### src/logic/mrd_pkg.sv
// Constants, tables and state type for the module register space decoder
package mrd_pkg;
  // Bus widths
  localparam int MRD_ADDR_W = 24;
  localparam int MRD_DATA_W = 16;
  // Register block placement: A[23] = map bit, A[22:20] = 111
  localparam logic [2:0] MRD_BLK_TOP3 = 3'h7;
  // Remaining fixed high bits A[19:12] of the block
  localparam logic [7:0] MRD_BLK_MID = 8'hFF;
  // Largest number of module sub-blocks the tables describe
  localparam int MRD_NUM_SLOT = 4;
  // Sub-block offsets inside the 4-Kbyte block
  localparam logic [11:0] MRD_SLOT_BASE [MRD_NUM_SLOT] =
    '{12'h000, 12'h040, 12'h200, 12'h400};
  // Sub-block sizes as log2 of bytes
  localparam int MRD_SLOT_SIZE_LOG2 [MRD_NUM_SLOT] = '{6, 6, 9, 8};
  // Implemented bytes at the start of each sub-block
  localparam int MRD_SLOT_IMPL [MRD_NUM_SLOT] = '{32, 48, 256, 64};
  // Reserved bytes that follow the implemented ones
  localparam int MRD_SLOT_RESV [MRD_NUM_SLOT] = '{16, 8, 128, 64};
  // Implemented bit positions of each module's registers
  localparam logic [15:0] MRD_SLOT_MASK [MRD_NUM_SLOT] =
    '{16'hFFFF, 16'h00FF, 16'h0FFF, 16'h807F};
  // Memory arrays (RAM, ROM, flash) and their control blocks
  localparam int MRD_NUM_ARR = 3;
  localparam logic [11:0] MRD_ARR_CTRL [MRD_NUM_ARR] =
    '{12'h700, 12'h740, 12'h780};
  // Register offsets inside an array control block
  localparam logic [3:0] MRD_ARR_EN_OFS = 4'h0;
  localparam logic [3:0] MRD_ARR_BASE_OFS = 4'h2;
  // Field positions
  localparam int MRD_ARR_EN_BIT = 0;
  localparam int MRD_ARR_BASE_W = 8;
  // Reset values: arrays off and based at zero
  localparam logic MRD_ARR_EN_RST = 1'b0;
  localparam logic [7:0] MRD_ARR_BASE_RST = 8'h00;
  localparam logic [15:0] MRD_RD_DATA_RST = 16'h0000;

  // All state of the decoder
  typedef struct packed {
    logic [MRD_NUM_ARR-1:0] arr_en;
    logic [MRD_NUM_ARR*MRD_ARR_BASE_W-1:0] arr_base;
    logic rd_valid;
    logic [MRD_DATA_W-1:0] rd_data;
  } mrd_state_t;

  localparam mrd_state_t MRD_STATE_RST = '{
    arr_en: {MRD_NUM_ARR{MRD_ARR_EN_RST}},
    arr_base: {MRD_NUM_ARR{MRD_ARR_BASE_RST}},
    rd_valid: 1'b0,
    rd_data: MRD_RD_DATA_RST};
endpackage

### src/logic/mrd_slot.sv
// One module sub-block: range, implemented and reserved decode
`timescale 1ns/1ps
module mrd_slot #(
  parameter logic [11:0] BASE = 12'h000,
  parameter int SIZE_LOG2 = 6,
  parameter int IMPL_BYTES = 16,
  parameter int RESV_BYTES = 16
) (
  input wire logic [11:0] addr_lo,
  input wire logic in_block,
  input wire logic user_mode,
  input wire logic supervisor_only_bit_only,
  output logic claim,
  output logic resv_hit
);
  // Offset of the access inside this sub-block
  logic [11:0] ofs;
  // Access falls in this sub-block's window
  logic in_range;
  // Access blocked by supervisor-only protection
  logic blocked;

  // Refuse tables the decode cannot serve
  if (SIZE_LOG2 < 1 || SIZE_LOG2 > 11 ||
      IMPL_BYTES + RESV_BYTES > (1 << SIZE_LOG2)) begin : g_chk
    $error("mrd_slot: sub-block table out of range");
  end

  assign ofs = addr_lo - BASE;
  assign in_range = in_block &&
    (addr_lo[11:SIZE_LOG2] == BASE[11:SIZE_LOG2]);
  assign blocked = user_mode && supervisor_only_bit_only;
  // holes beyond reserved space stay unclaimed
  assign claim = in_range && !blocked &&
    (ofs < 12'(IMPL_BYTES + RESV_BYTES));
  // reserved locations flagged for zero data
  assign resv_hit = claim && (ofs >= 12'(IMPL_BYTES));
endmodule

### src/logic/mrd_decoder.sv
// Module register space decoder: claims internal accesses
`timescale 1ns/1ps
module mrd_decoder #(
  parameter int NUM_SLOT = mrd_pkg::MRD_NUM_SLOT
) (
  input wire logic CLK,
  input wire logic RST_B,
  input wire logic BUS_VALID,
  input wire logic [mrd_pkg::MRD_ADDR_W-1:0] BUS_ADDR,
  input wire logic BUS_WRITE,
  input wire logic BUS_SUPER,
  input wire logic [mrd_pkg::MRD_DATA_W-1:0] BUS_WDATA,
  input wire logic MODULE_MAP_BIT,
  input wire logic [NUM_SLOT-1:0] SUPERVISOR_ONLY_BIT,
  input wire logic [NUM_SLOT*mrd_pkg::MRD_DATA_W-1:0] MOD_RD_DATA,
  output logic [NUM_SLOT-1:0] MOD_SEL,
  output logic [mrd_pkg::MRD_NUM_ARR-1:0] ARRAY_SEL,
  output logic [mrd_pkg::MRD_NUM_ARR-1:0] ARRAY_EN,
  output logic INT_CLAIM,
  output logic EXT_ACCESS,
  output logic RD_VALID,
  output logic [mrd_pkg::MRD_DATA_W-1:0] RD_DATA
);
  import mrd_pkg::*;

  // Refuse more sub-blocks than the tables hold
  if (NUM_SLOT < 1 || NUM_SLOT > MRD_NUM_SLOT) begin : g_chk
    $error("mrd_decoder: NUM_SLOT out of range");
  end

  mrd_state_t st_reg; // Registered state
  mrd_state_t st_next; // Next state
  logic map_select_line; // Which half holds the block
  logic in_block; // Access inside the register block
  logic [NUM_SLOT-1:0] slot_claim; // Sub-block claims
  logic [NUM_SLOT-1:0] slot_resv; // Reserved location hits
  logic [MRD_NUM_ARR-1:0] ctrl_hit; // Array control block hits
  logic [MRD_NUM_ARR-1:0] arr_hit; // Array space hits
  logic reg_claim; // Claimed inside the register block
  logic [MRD_DATA_W-1:0] sel_data; // Read data before register

  // map bit drives the select line
  assign map_select_line = MODULE_MAP_BIT;

  // block sits at {map, 111, fixed bits}
  assign in_block = BUS_VALID &&
    (BUS_ADDR[23] == map_select_line) &&
    (BUS_ADDR[22:20] == MRD_BLK_TOP3) &&
    (BUS_ADDR[19:12] == MRD_BLK_MID);

  for (genvar i = 0; i < NUM_SLOT; i++) begin : g_slot
    mrd_slot #(
      .BASE(MRD_SLOT_BASE[i]),
      .SIZE_LOG2(MRD_SLOT_SIZE_LOG2[i]),
      .IMPL_BYTES(MRD_SLOT_IMPL[i]),
      .RESV_BYTES(MRD_SLOT_RESV[i])
    ) u_slot (
      .addr_lo(BUS_ADDR[11:0]),
      .in_block(in_block),
      .user_mode(!BUS_SUPER),
      .supervisor_only_bit_only(SUPERVISOR_ONLY_BIT[i]),
      .claim(slot_claim[i]),
      .resv_hit(slot_resv[i])
    );
  end

  // Array control blocks and array windows
  for (genvar a = 0; a < MRD_NUM_ARR; a++) begin : g_arr
    // 16-byte control block, all of it claimed
    assign ctrl_hit[a] = in_block &&
      (BUS_ADDR[11:4] == MRD_ARR_CTRL[a][11:4]);
    assign arr_hit[a] = BUS_VALID && !reg_claim && st_reg.arr_en[a] &&
      (BUS_ADDR[23:16] ==
       st_reg.arr_base[a*MRD_ARR_BASE_W +: MRD_ARR_BASE_W]);
  end

  assign reg_claim = (|slot_claim) || (|ctrl_hit);
  assign INT_CLAIM = reg_claim || (|arr_hit);
  assign EXT_ACCESS = BUS_VALID && !INT_CLAIM;
  assign MOD_SEL = slot_claim;
  assign ARRAY_SEL = arr_hit;
  assign ARRAY_EN = st_reg.arr_en;
  assign RD_VALID = st_reg.rd_valid;
  assign RD_DATA = st_reg.rd_data;

  // Read data mux and array control writes
  always_comb begin
    st_next = st_reg;
    sel_data = '0;
    // Sub-blocks never overlap, so at most one slot hits
    for (int i = 0; i < NUM_SLOT; i++) begin
      // reserved bits masked, reserved words zero
      if (slot_claim[i] && !slot_resv[i]) begin
        sel_data = MOD_RD_DATA[i*MRD_DATA_W +: MRD_DATA_W] &
          MRD_SLOT_MASK[i];
      end
    end
    for (int a = 0; a < MRD_NUM_ARR; a++) begin
      if (ctrl_hit[a]) begin
        // Control reads: unused bits read zero
        if (BUS_ADDR[3:0] == MRD_ARR_EN_OFS) begin
          sel_data = {15'h0000, st_reg.arr_en[a]};
        end else if (BUS_ADDR[3:0] == MRD_ARR_BASE_OFS) begin
          sel_data = {8'h00,
            st_reg.arr_base[a*MRD_ARR_BASE_W +: MRD_ARR_BASE_W]};
        end
        // master enables array and sets base
        if (BUS_WRITE && BUS_ADDR[3:0] == MRD_ARR_EN_OFS) begin
          st_next.arr_en[a] = BUS_WDATA[MRD_ARR_EN_BIT];
        end
        if (BUS_WRITE && BUS_ADDR[3:0] == MRD_ARR_BASE_OFS) begin
          st_next.arr_base[a*MRD_ARR_BASE_W +: MRD_ARR_BASE_W] =
            BUS_WDATA[MRD_ARR_BASE_W-1:0];
        end
      end
    end
    // Register block reads answer one cycle later from the register
    st_next.rd_valid = BUS_VALID && !BUS_WRITE && reg_claim;
    if (st_next.rd_valid) begin
      st_next.rd_data = sel_data;
    end
  end

  // State register, synchronous reset
  always_ff @(posedge CLK) begin
    if (!RST_B) begin
      st_reg <= MRD_STATE_RST;
    end else begin
      st_reg <= st_next;
    end
  end
endmodule

### config.mk
export PLATFORM = sky130hd
export DESIGN_NAME = mrd_decoder
export DESIGN_NICKNAME = d
export VERILOG_FILES = /design/src/logic/mrd_pkg.sv /design/src/logic/mrd_slot.sv /design/src/logic/mrd_decoder.sv
export SDC_FILE = /design/constraint.sdc
export NUM_CORES = 1
export LEC_CHECK = 0
export BUFFER_PORTS_ARGS = -buffer_cell sky130_fd_sc_hd__clkbuf_2
export CAP_MARGIN = 20
export CORE_ASPECT_RATIO = 1.75
export CORE_MARGIN = 2
export CORE_UTILIZATION = 49
export CTS_BUF_LIST = sky130_fd_sc_hd__clkbuf_8
export CTS_CLUSTER_DIAMETER = 150
export DETAILED_ROUTE_END_ITERATION = 16
export PLACE_DENSITY = 0.91
export SYNTH_ARGS = -nofsm -noshare
export SYNTH_HDL_FRONTEND = slang
export SYNTH_SLANG_ARGS = --single-unit
### constraint.sdc
create_clock -name CLK -period 3 [get_ports CLK]
set_input_delay 0.15 -clock CLK [delete_from_list [all_inputs] [get_ports CLK]]
set_output_delay 0.15 -clock CLK [all_outputs]
set_load 0.05 [all_outputs]
==> results of run 1 <==
[cells in the mapped netlist (all sizes together), types with 9 or more instances]
cell	n
xnor2	24
buf	29
and3	9
clkbuf	12
mux2i	20
nand3	14
nand2	43
nor2	46
dfxtp	44
nor3	11
a221o	10
o21ai	12
a21oi	22
nand4	11
[metal layers]
layer	GRT usage, %	routed length [um]	vias to the layer above
met3	5.38	708	43
met4	17.8	495	0
met1	27.0	3440	1515
met2	51.0	4960	176
li1	-	-	1578
met5	0	0	-
[cell type report]
type                       instances  area share, %
multi-input combinational        304           53.7
sequential                        44           23.8
timing repair buffer             121           16.9
tap                               80           2.71
clock buffer                       5           1.86
inverter                           7          0.711
clock inverter                     2          0.339
[kinds of logic (layout without fill, tap and decap cells)]
logic type / after synthesis / count (layout)
AO/OA/AOI/OAI: 81 / 81
XOR/XNOR: 26 / 26
adder cells (fa/ha/maj): 3 / 3
buffers and inverters: 48 / 135
flip-flops: 44 / 44
multiplexers: 20 / 20
AND/OR/NAND/NOR: 174 / 174
[power breakdown]
| part | internal [mW] | leakage, nW | switching [mW] |
|---|---|---|---|
| Combinational | 0.0712 | 1.22 | 0.0967 |
| Clock | 0.158 | 0.0400 | 0.213 |
| Sequential | 0.583 | 0.354 | 0.0000000737 |
| Total | 0.812 | 1.61 | 0.310 |
[worst register-to-register path, delay by kind of cell, from the launching register on]
kind | cells | cell delay [ns]
AO/OA/AOI/OAI | 4 | 1.35
flip-flops | 1 | 0.38
AND/OR/NAND/NOR | 1 | 0.06
[worst min path at each step]
stage                                from           to  cells past startpoint
after global routing      MOD_RD_DATA[12]  RD_DATA[12]                      3
final                     MOD_RD_DATA[13]  RD_DATA[13]                      3
after floorplan                 BUS_WRITE     RD_VALID                      1
after global placement    MOD_RD_DATA[14]  RD_DATA[14]                      3
after detailed placement  MOD_RD_DATA[13]  RD_DATA[13]                      3
after CTS                 MOD_RD_DATA[13]  RD_DATA[13]                      3
[cells in the final DEF, fill, tap and decap left out, types with 4 or more instances in the layout]
cell type / n
clkbuf_2: 114
dfxtp_1: 44
nor2_1: 44
nand2_1: 43
xnor2_1: 24
a21oi_1: 21
mux2i_1: 20
nand3_1: 13
o21ai_0: 12
nand4_1: 9
nor3_1: 9
and3_1: 9
nand2b_1: 8
buf_4: 7
inv_1: 6
nor2b_1: 6
a221o_2: 6
a221oi_1: 6
a2111oi_0: 6
nand3b_1: 5
or2_2: 5
a22oi_1: 5
clkbuf_8: 5
and2_1: 4
o21a_1: 4
a221o_1: 4
a21o_1: 4
==> metrics.md, run 1 <==
| Metric | Value |
|---|---|
| Outcome | `finished, final reports clean` |
| Final Skew | `0.00928 ns` |
| Synth area leader | `dfxtp_1` |
| Routed Antenna Nets | `0` |
| Global-route usage over all layers | `27.3%` |
| Worst Setup Path Type | `input pin to flip-flop` |
| Top delay family on crit path | `compound AO/OA/AOI/OAI gates` |
| Place WS | `0.0943 ns` |
| CTS HTree Levels | `2` |
| Setup crit end | `RD_DATA[4]` |
| RD Place Congestion | `0.961` |
| Chip Width | `64.6 um` |
| Async set-reset flop share out of synthesis | `0%` |
| Post-synthesis mux area share | `6.36%` |
| Core area | `6230 um2` |
| Drc violations | `0` |
| Via count | `3312` |
| Area of the die | `7100 um2` |
| Crit path DAT | `2.96 ns` |
| Adder-cell area share of the yosys netlist | `1.19%` |
| Max-Cap Viols | `0` |
| Area Growth Syn to Fin | `17.4%` |
| Initial antenna violation count | `0` |
| Worst Setup SP | `BUS_ADDR[10]` |
| Post-Synth Simple-Gate Area | `29.2%` |
| Finished Layout Cells | `563` |
| Clk_lat worst skew | `0.31 ns` |
| Max incr delay on CP | `0.84 ns` |
| Max-slew headroom | `36.0%` |
| Crit share post-route | `90.2%` |
| Synthesized net count | `513` |
| XOR/XNOR Fraction of Synth Area | `7.24%` |
| Sequential cell area | `881 um2` |
| Maximum clock rate | `370 MHz` |
| Resize count post-CTS | `0` |
| FF+latch count, synth | `44` |
| Worst r2r src | `st_reg[21]` |
| Final Worst Setup Slack | `0.295 ns` |
| Synth top area share | `28.0%` |
| Die height | `110 um` |
| Pleak | `1.61 nW` |
| Critical Path Start Type | `input pin` |
| Power Density | `304 nW/um2` |
| Drt via density | `5.88` |
| Area of the multi-input gates | `1980 um2` |
| R2r setup slk | `1.14 ns` |
| CTS tree | `done` |
| Clock Path Buffers | `2` |
| TritonCTS Buffers | `5` |
| Gate Count Post-Synth | `396` |
| WP buf/inv | `3` |
| Total Nets Final | `600` |
| Top-Level Pins | `143` |
| First-pass GRT wire length | `15.0 mm` |
| Routed wire length | `9.60 mm` |
| Crit. path cell count | `11` |
| HPWL Detailed | `7.72 mm` |
| 1st-pass router iterations | `5` |
| Max-slew violation count | `0` |
| CTS root buffer | `clkbuf_8` |
| Clk sink count | `44` |
| DRT iter0 DRCs | `273` |
| Crit Path Max Fanout | `13` |
| CP required | `3.26 ns` |
| Vias in the first global route | `3251` |
| Mapped Area | `3150 um2` |
| Ys flop type | `dfxtp_1` |
| R2R Path End | `RD_DATA[4]` |
| Largest family of logic cells by synthesized area | `simple AND/OR/NAND/NOR gates` |
| Reg clk slew, reported paths | `0.09 ns` |
| N_diodes | `0` |
| DP Area | `3610 um2` |
| Complex-gate fraction of the synthesized area | `19.0%` |
| Critical-path top delay cell | `a2111oi_0` |
| Synth area leaders | `dfxtp_1 28%, xnor2_1 6.7%, mux2i_1 6.4%` |
| Worst min-delay path category | `input pin to flip-flop` |
| Slew @ Worst Pin | `0.936 ns` |
| IO buf count | `114` |
| Clock period minus worst slack | `2.70 ns` |
| Worst path cell trace | `clkbuf_2 > inv_1 > ha_1 > nand3_1 > a2111o_1 > nor4_4 > buf_4 > a221o_2 > a221oi_1 > a2111oi_0 > a21o_1` |
| Worst reg2reg path depth | `5` |
| Sequential fraction of the synthesis area | `28.0%` |
| Wirelength per Cell | `17.1 um` |
| Syn Area/Cell | `7.95 um2` |
| Starting density of the core | `50.5%` |
| Total Power | `1.12 mW` |
| Final Hold Fails | `0` |
| Setup_tns | `0 ns` |
| Layout cell share with drive strength beyond 1 | `31.3%` |
| Number of distinct library cells after synthesis | `55` |
| Yosys warning total | `0` |
| Placed insts | `556` |
| Unrepaired setup endpoints after global routing | `false` |
| Design Area, Final | `3690 um2` |
| Largest net degree at the start of global routing | `34` |
| EDFF count, synth | `0` |
| Total gr overflow | `0` |
| Hold Buf Count CTS | `0` |
| Max FFs per register | `24` |
| Endpoint type of the worst setup path | `flip-flop` |
| Final Setup Violations | `0` |
| Core Util, Final | `59.3%` |
| Peak supply drop | `0.000241 V` |
| Fillers | `538` |
| Setup bufs post-CTS | `0` |
| Hold WS | `0.0736 ns` |
| Row count | `38` |
No activity file was read; power rests on OpenSTA's default activity.
==> inputs of run 2 (changes only) <==
CORE_MARGIN = not set   (was 2)
PLACE_DENSITY = 0.83   (was 0.91)
==> metrics.md, run 2 (synthesis gave the netlist of run 1 again) <==
| Metric | Value |
|---|---|
| Total Power | `1.22 mW (+9.0%)` |
| Hold WS | `0.0687 ns (-0.00494 ns)` |
| Hold Buf Count CTS | `0 (unchanged)` |
| Most frequent cells in the layout | `114 x clkbuf_2, 44 x dfxtp_1, 44 x nor2_1, 43 x nand2_1, 24 x xnor2_1` |
| Max FFs per register | `24 (unchanged)` |
| Routed wire length | `9.41 mm (-2.1%)` |
| Layout cell share with drive strength beyond 1 | `31.3% (unchanged)` |
| Total Nets Final | `599 (-0.17%)` |
| HPWL Detailed | `7.58 mm (-1.8%)` |
| Design Area, Final | `3720 um2 (+0.71%)` |
| 1st-pass router iterations | `4 (-1)` |
| Maximum clock rate | `410 MHz (+11%)` |
| Worst Setup Path Type | `input pin to flip-flop` |
| Max-slew headroom | `56.6% (+21 points)` |
| Crit share post-route | `81.2% (-8.9 points)` |
| Slew @ Worst Pin | `0.635 ns (-0.301 ns)` |
| Via count | `3324 (+0.36%)` |
| Met2 GRT Util | `52.2% (+1.2 points)` |
| Sw Ratio | `25.9% (-1.6 points)` |
| GR peak layer | `met2` |
| Clk sink count | `44 (unchanged)` |
| Wirelength per Cell | `16.7 um (-2.1%)` |
| Switching power | `0.317 mW (+2.5%)` |
| Sequential share of power | `47.7% (-4.3 points)` |
| Initial antenna violation count | `0 (unchanged)` |
| Setup_tns | `0 ns (unchanged)` |
| Endpoint type of the worst setup path | `flip-flop` |
| Final Hold Fails | `0 (unchanged)` |
| Clock Path Buffers | `2 (unchanged)` |
| Area of the die | `6760 um2 (-4.9%)` |
| Max-slew violation count | `0 (unchanged)` |
| Chip Width | `62.6 um (-3.1%)` |
| Area Growth Syn to Fin | `18.2%` |
| GR Util met3 | `4.22% (-1.2 points)` |
| Final Setup Violations | `0 (unchanged)` |
| First-pass GRT wire length | `15.0 mm (-0.28%)` |
| Met1 GRT Util | `28.5% (+1.6 points)` |
| Core area | `6180 um2 (-0.76%)` |
| IO buf count | `114 (unchanged)` |
| N_diodes | `0 (unchanged)` |
| Row count | `38 (unchanged)` |
| Share of total power in the clock network | `38.7% (+5.7 points)` |
| TritonCTS Buffers | `5 (unchanged)` |
| Die height | `108 um (-1.8%)` |
| CP required | `3.26 ns (about the same)` |
| Pleak | `1.62 nW (+0.58%)` |
| Fillers | `572 (+6.3%)` |
| CTS HTree Levels | `2 (unchanged)` |
| DP Area | `3600 um2 (-0.21%)` |
| Max-Cap Viols | `0 (unchanged)` |
| Resize count post-CTS | `0 (unchanged)` |
| Global-route usage over all layers | `28.2% (+0.86 points)` |
| Largest net degree at the start of global routing | `35 (+2.9%)` |
| Critical Path Start Type | `input pin` |
| Commonest non-fill, non-tap cell in the layout | `clkbuf_2` |
| Starting density of the core | `50.9% (+0.39 points)` |
| Final Skew | `0.00652 ns (-0.00276 ns)` |
| Place WS | `0.296 ns (+0.201 ns)` |
| Clk_lat worst skew | `0.31 ns (about the same)` |
| Clock period minus worst slack | `2.44 ns (-0.268 ns)` |
| Top-Level Pins | `143 (unchanged)` |
| CTS root buffer | `clkbuf_8` |
| RD Place Congestion | `0.908 (-5.4%)` |
| DRT iter0 DRCs | `177 (-35%)` |
| Logic pwr share | `13.6% (-1.4 points)` |
| Power Density | `329 nW/um2 (+8.2%)` |
| Crit path DAT | `2.70 ns (-0.26 ns)` |
| Total gr overflow | `0 (unchanged)` |
| Vias in the first global route | `3231 (-0.62%)` |
| Crit Path Max Fanout | `8 (-5)` |
| Peak supply drop | `0.000225 V (-6.8%)` |
| Core Util, Final | `60.2% (+0.88 points)` |
| Reg clk slew, reported paths | `0.09 ns (about the same)` |
| CTS tree | `done` |
| Int Power | `0.905 mW (+11%)` |
| Setup bufs post-CTS | `0 (unchanged)` |
| Unrepaired setup endpoints after global routing | `false` |
| Outcome | `finished, final reports clean` |
| Drc violations | `0 (unchanged)` |
| Placed insts | `555 (-0.18%)` |
| Drt via density | `5.90 (+0.36%)` |
| Finished Layout Cells | `563 (unchanged)` |
| Final Worst Setup Slack | `0.564 ns (+0.268 ns)` |
| Routed Antenna Nets | `0 (unchanged)` |
| Worst min-delay path category | `input pin to flip-flop` |
-- run 2: changes by cell type in the layout (fill, tap and decap cells not counted), sizes merged --
| cell | previous run | this run |
|---|---|---|
| buf | 7 | 6 |
| bufinv | 0 | 1 |
| clkinv | 2 | 1 |
| inv | 6 | 7 |
-- run 2: layer usage --
layer  up-vias  part of all wire [%]
met4         0                   5.5
li1       1576                     -
met2       168                    53
met5         -                     0
met3        42                   6.8
met1      1538                    35
-- run 2: final cells by class --
cell class | count | area, um2 | area share [%]
clock buffers | 5 | 68.8 | 1.85
clock inverters | 3 | 46.3 | 1.24
inverters | 7 | 26.3 | 0.706
multi-input cells | 304 | 1980 | 53.3
flip-flops and latches | 44 | 881 | 23.7
well taps | 80 | 100 | 2.69
repair buffers | 120 | 616 | 16.5
-- run 2: final timing paths --
| kind | startpoint | endpoint | slack (ns) | depth (start not counted) |
|---|---|---|---|---|
| worst max register to register | st_reg[21] | RD_DATA[4] | 1.49 | 5 |
| worst min register to register | RD_DATA[4] | RD_DATA[4] | 0.46 | 1 |
| worst min-delay path | MOD_RD_DATA[12] | RD_DATA[12] | 0.07 | 3 |
| worst max-delay path | BUS_ADDR[10] | RD_DATA[4] | 0.56 | 10 |
-- run 2: power groups by stage --
stage / clock network (mW) / registers [mW] / logic (mW)
2_1_floorplan: 0 / 0.597 / 0.0722
3_3_place_gp: 0 / 0.597 / 0.160
3_5_place_dp: 0 / 0.597 / 0.164
4_1_cts: 0.474 / 0.583 / 0.165
5_1_grt: 0.507 / 0.584 / 0.180
6_report: 0.473 / 0.583 / 0.167
-- run 2: critical path, stage by stage --
cell and delay, ns:
clkbuf_2 0.17, inv_1 0.13, ha_1 0.29, nand3_1 0.06
a2111o_1 0.46, nor4_4 0.54, a221o_2 0.25, a221oi_1 0.04
a2111oi_0 0.48, a21o_1 0.13
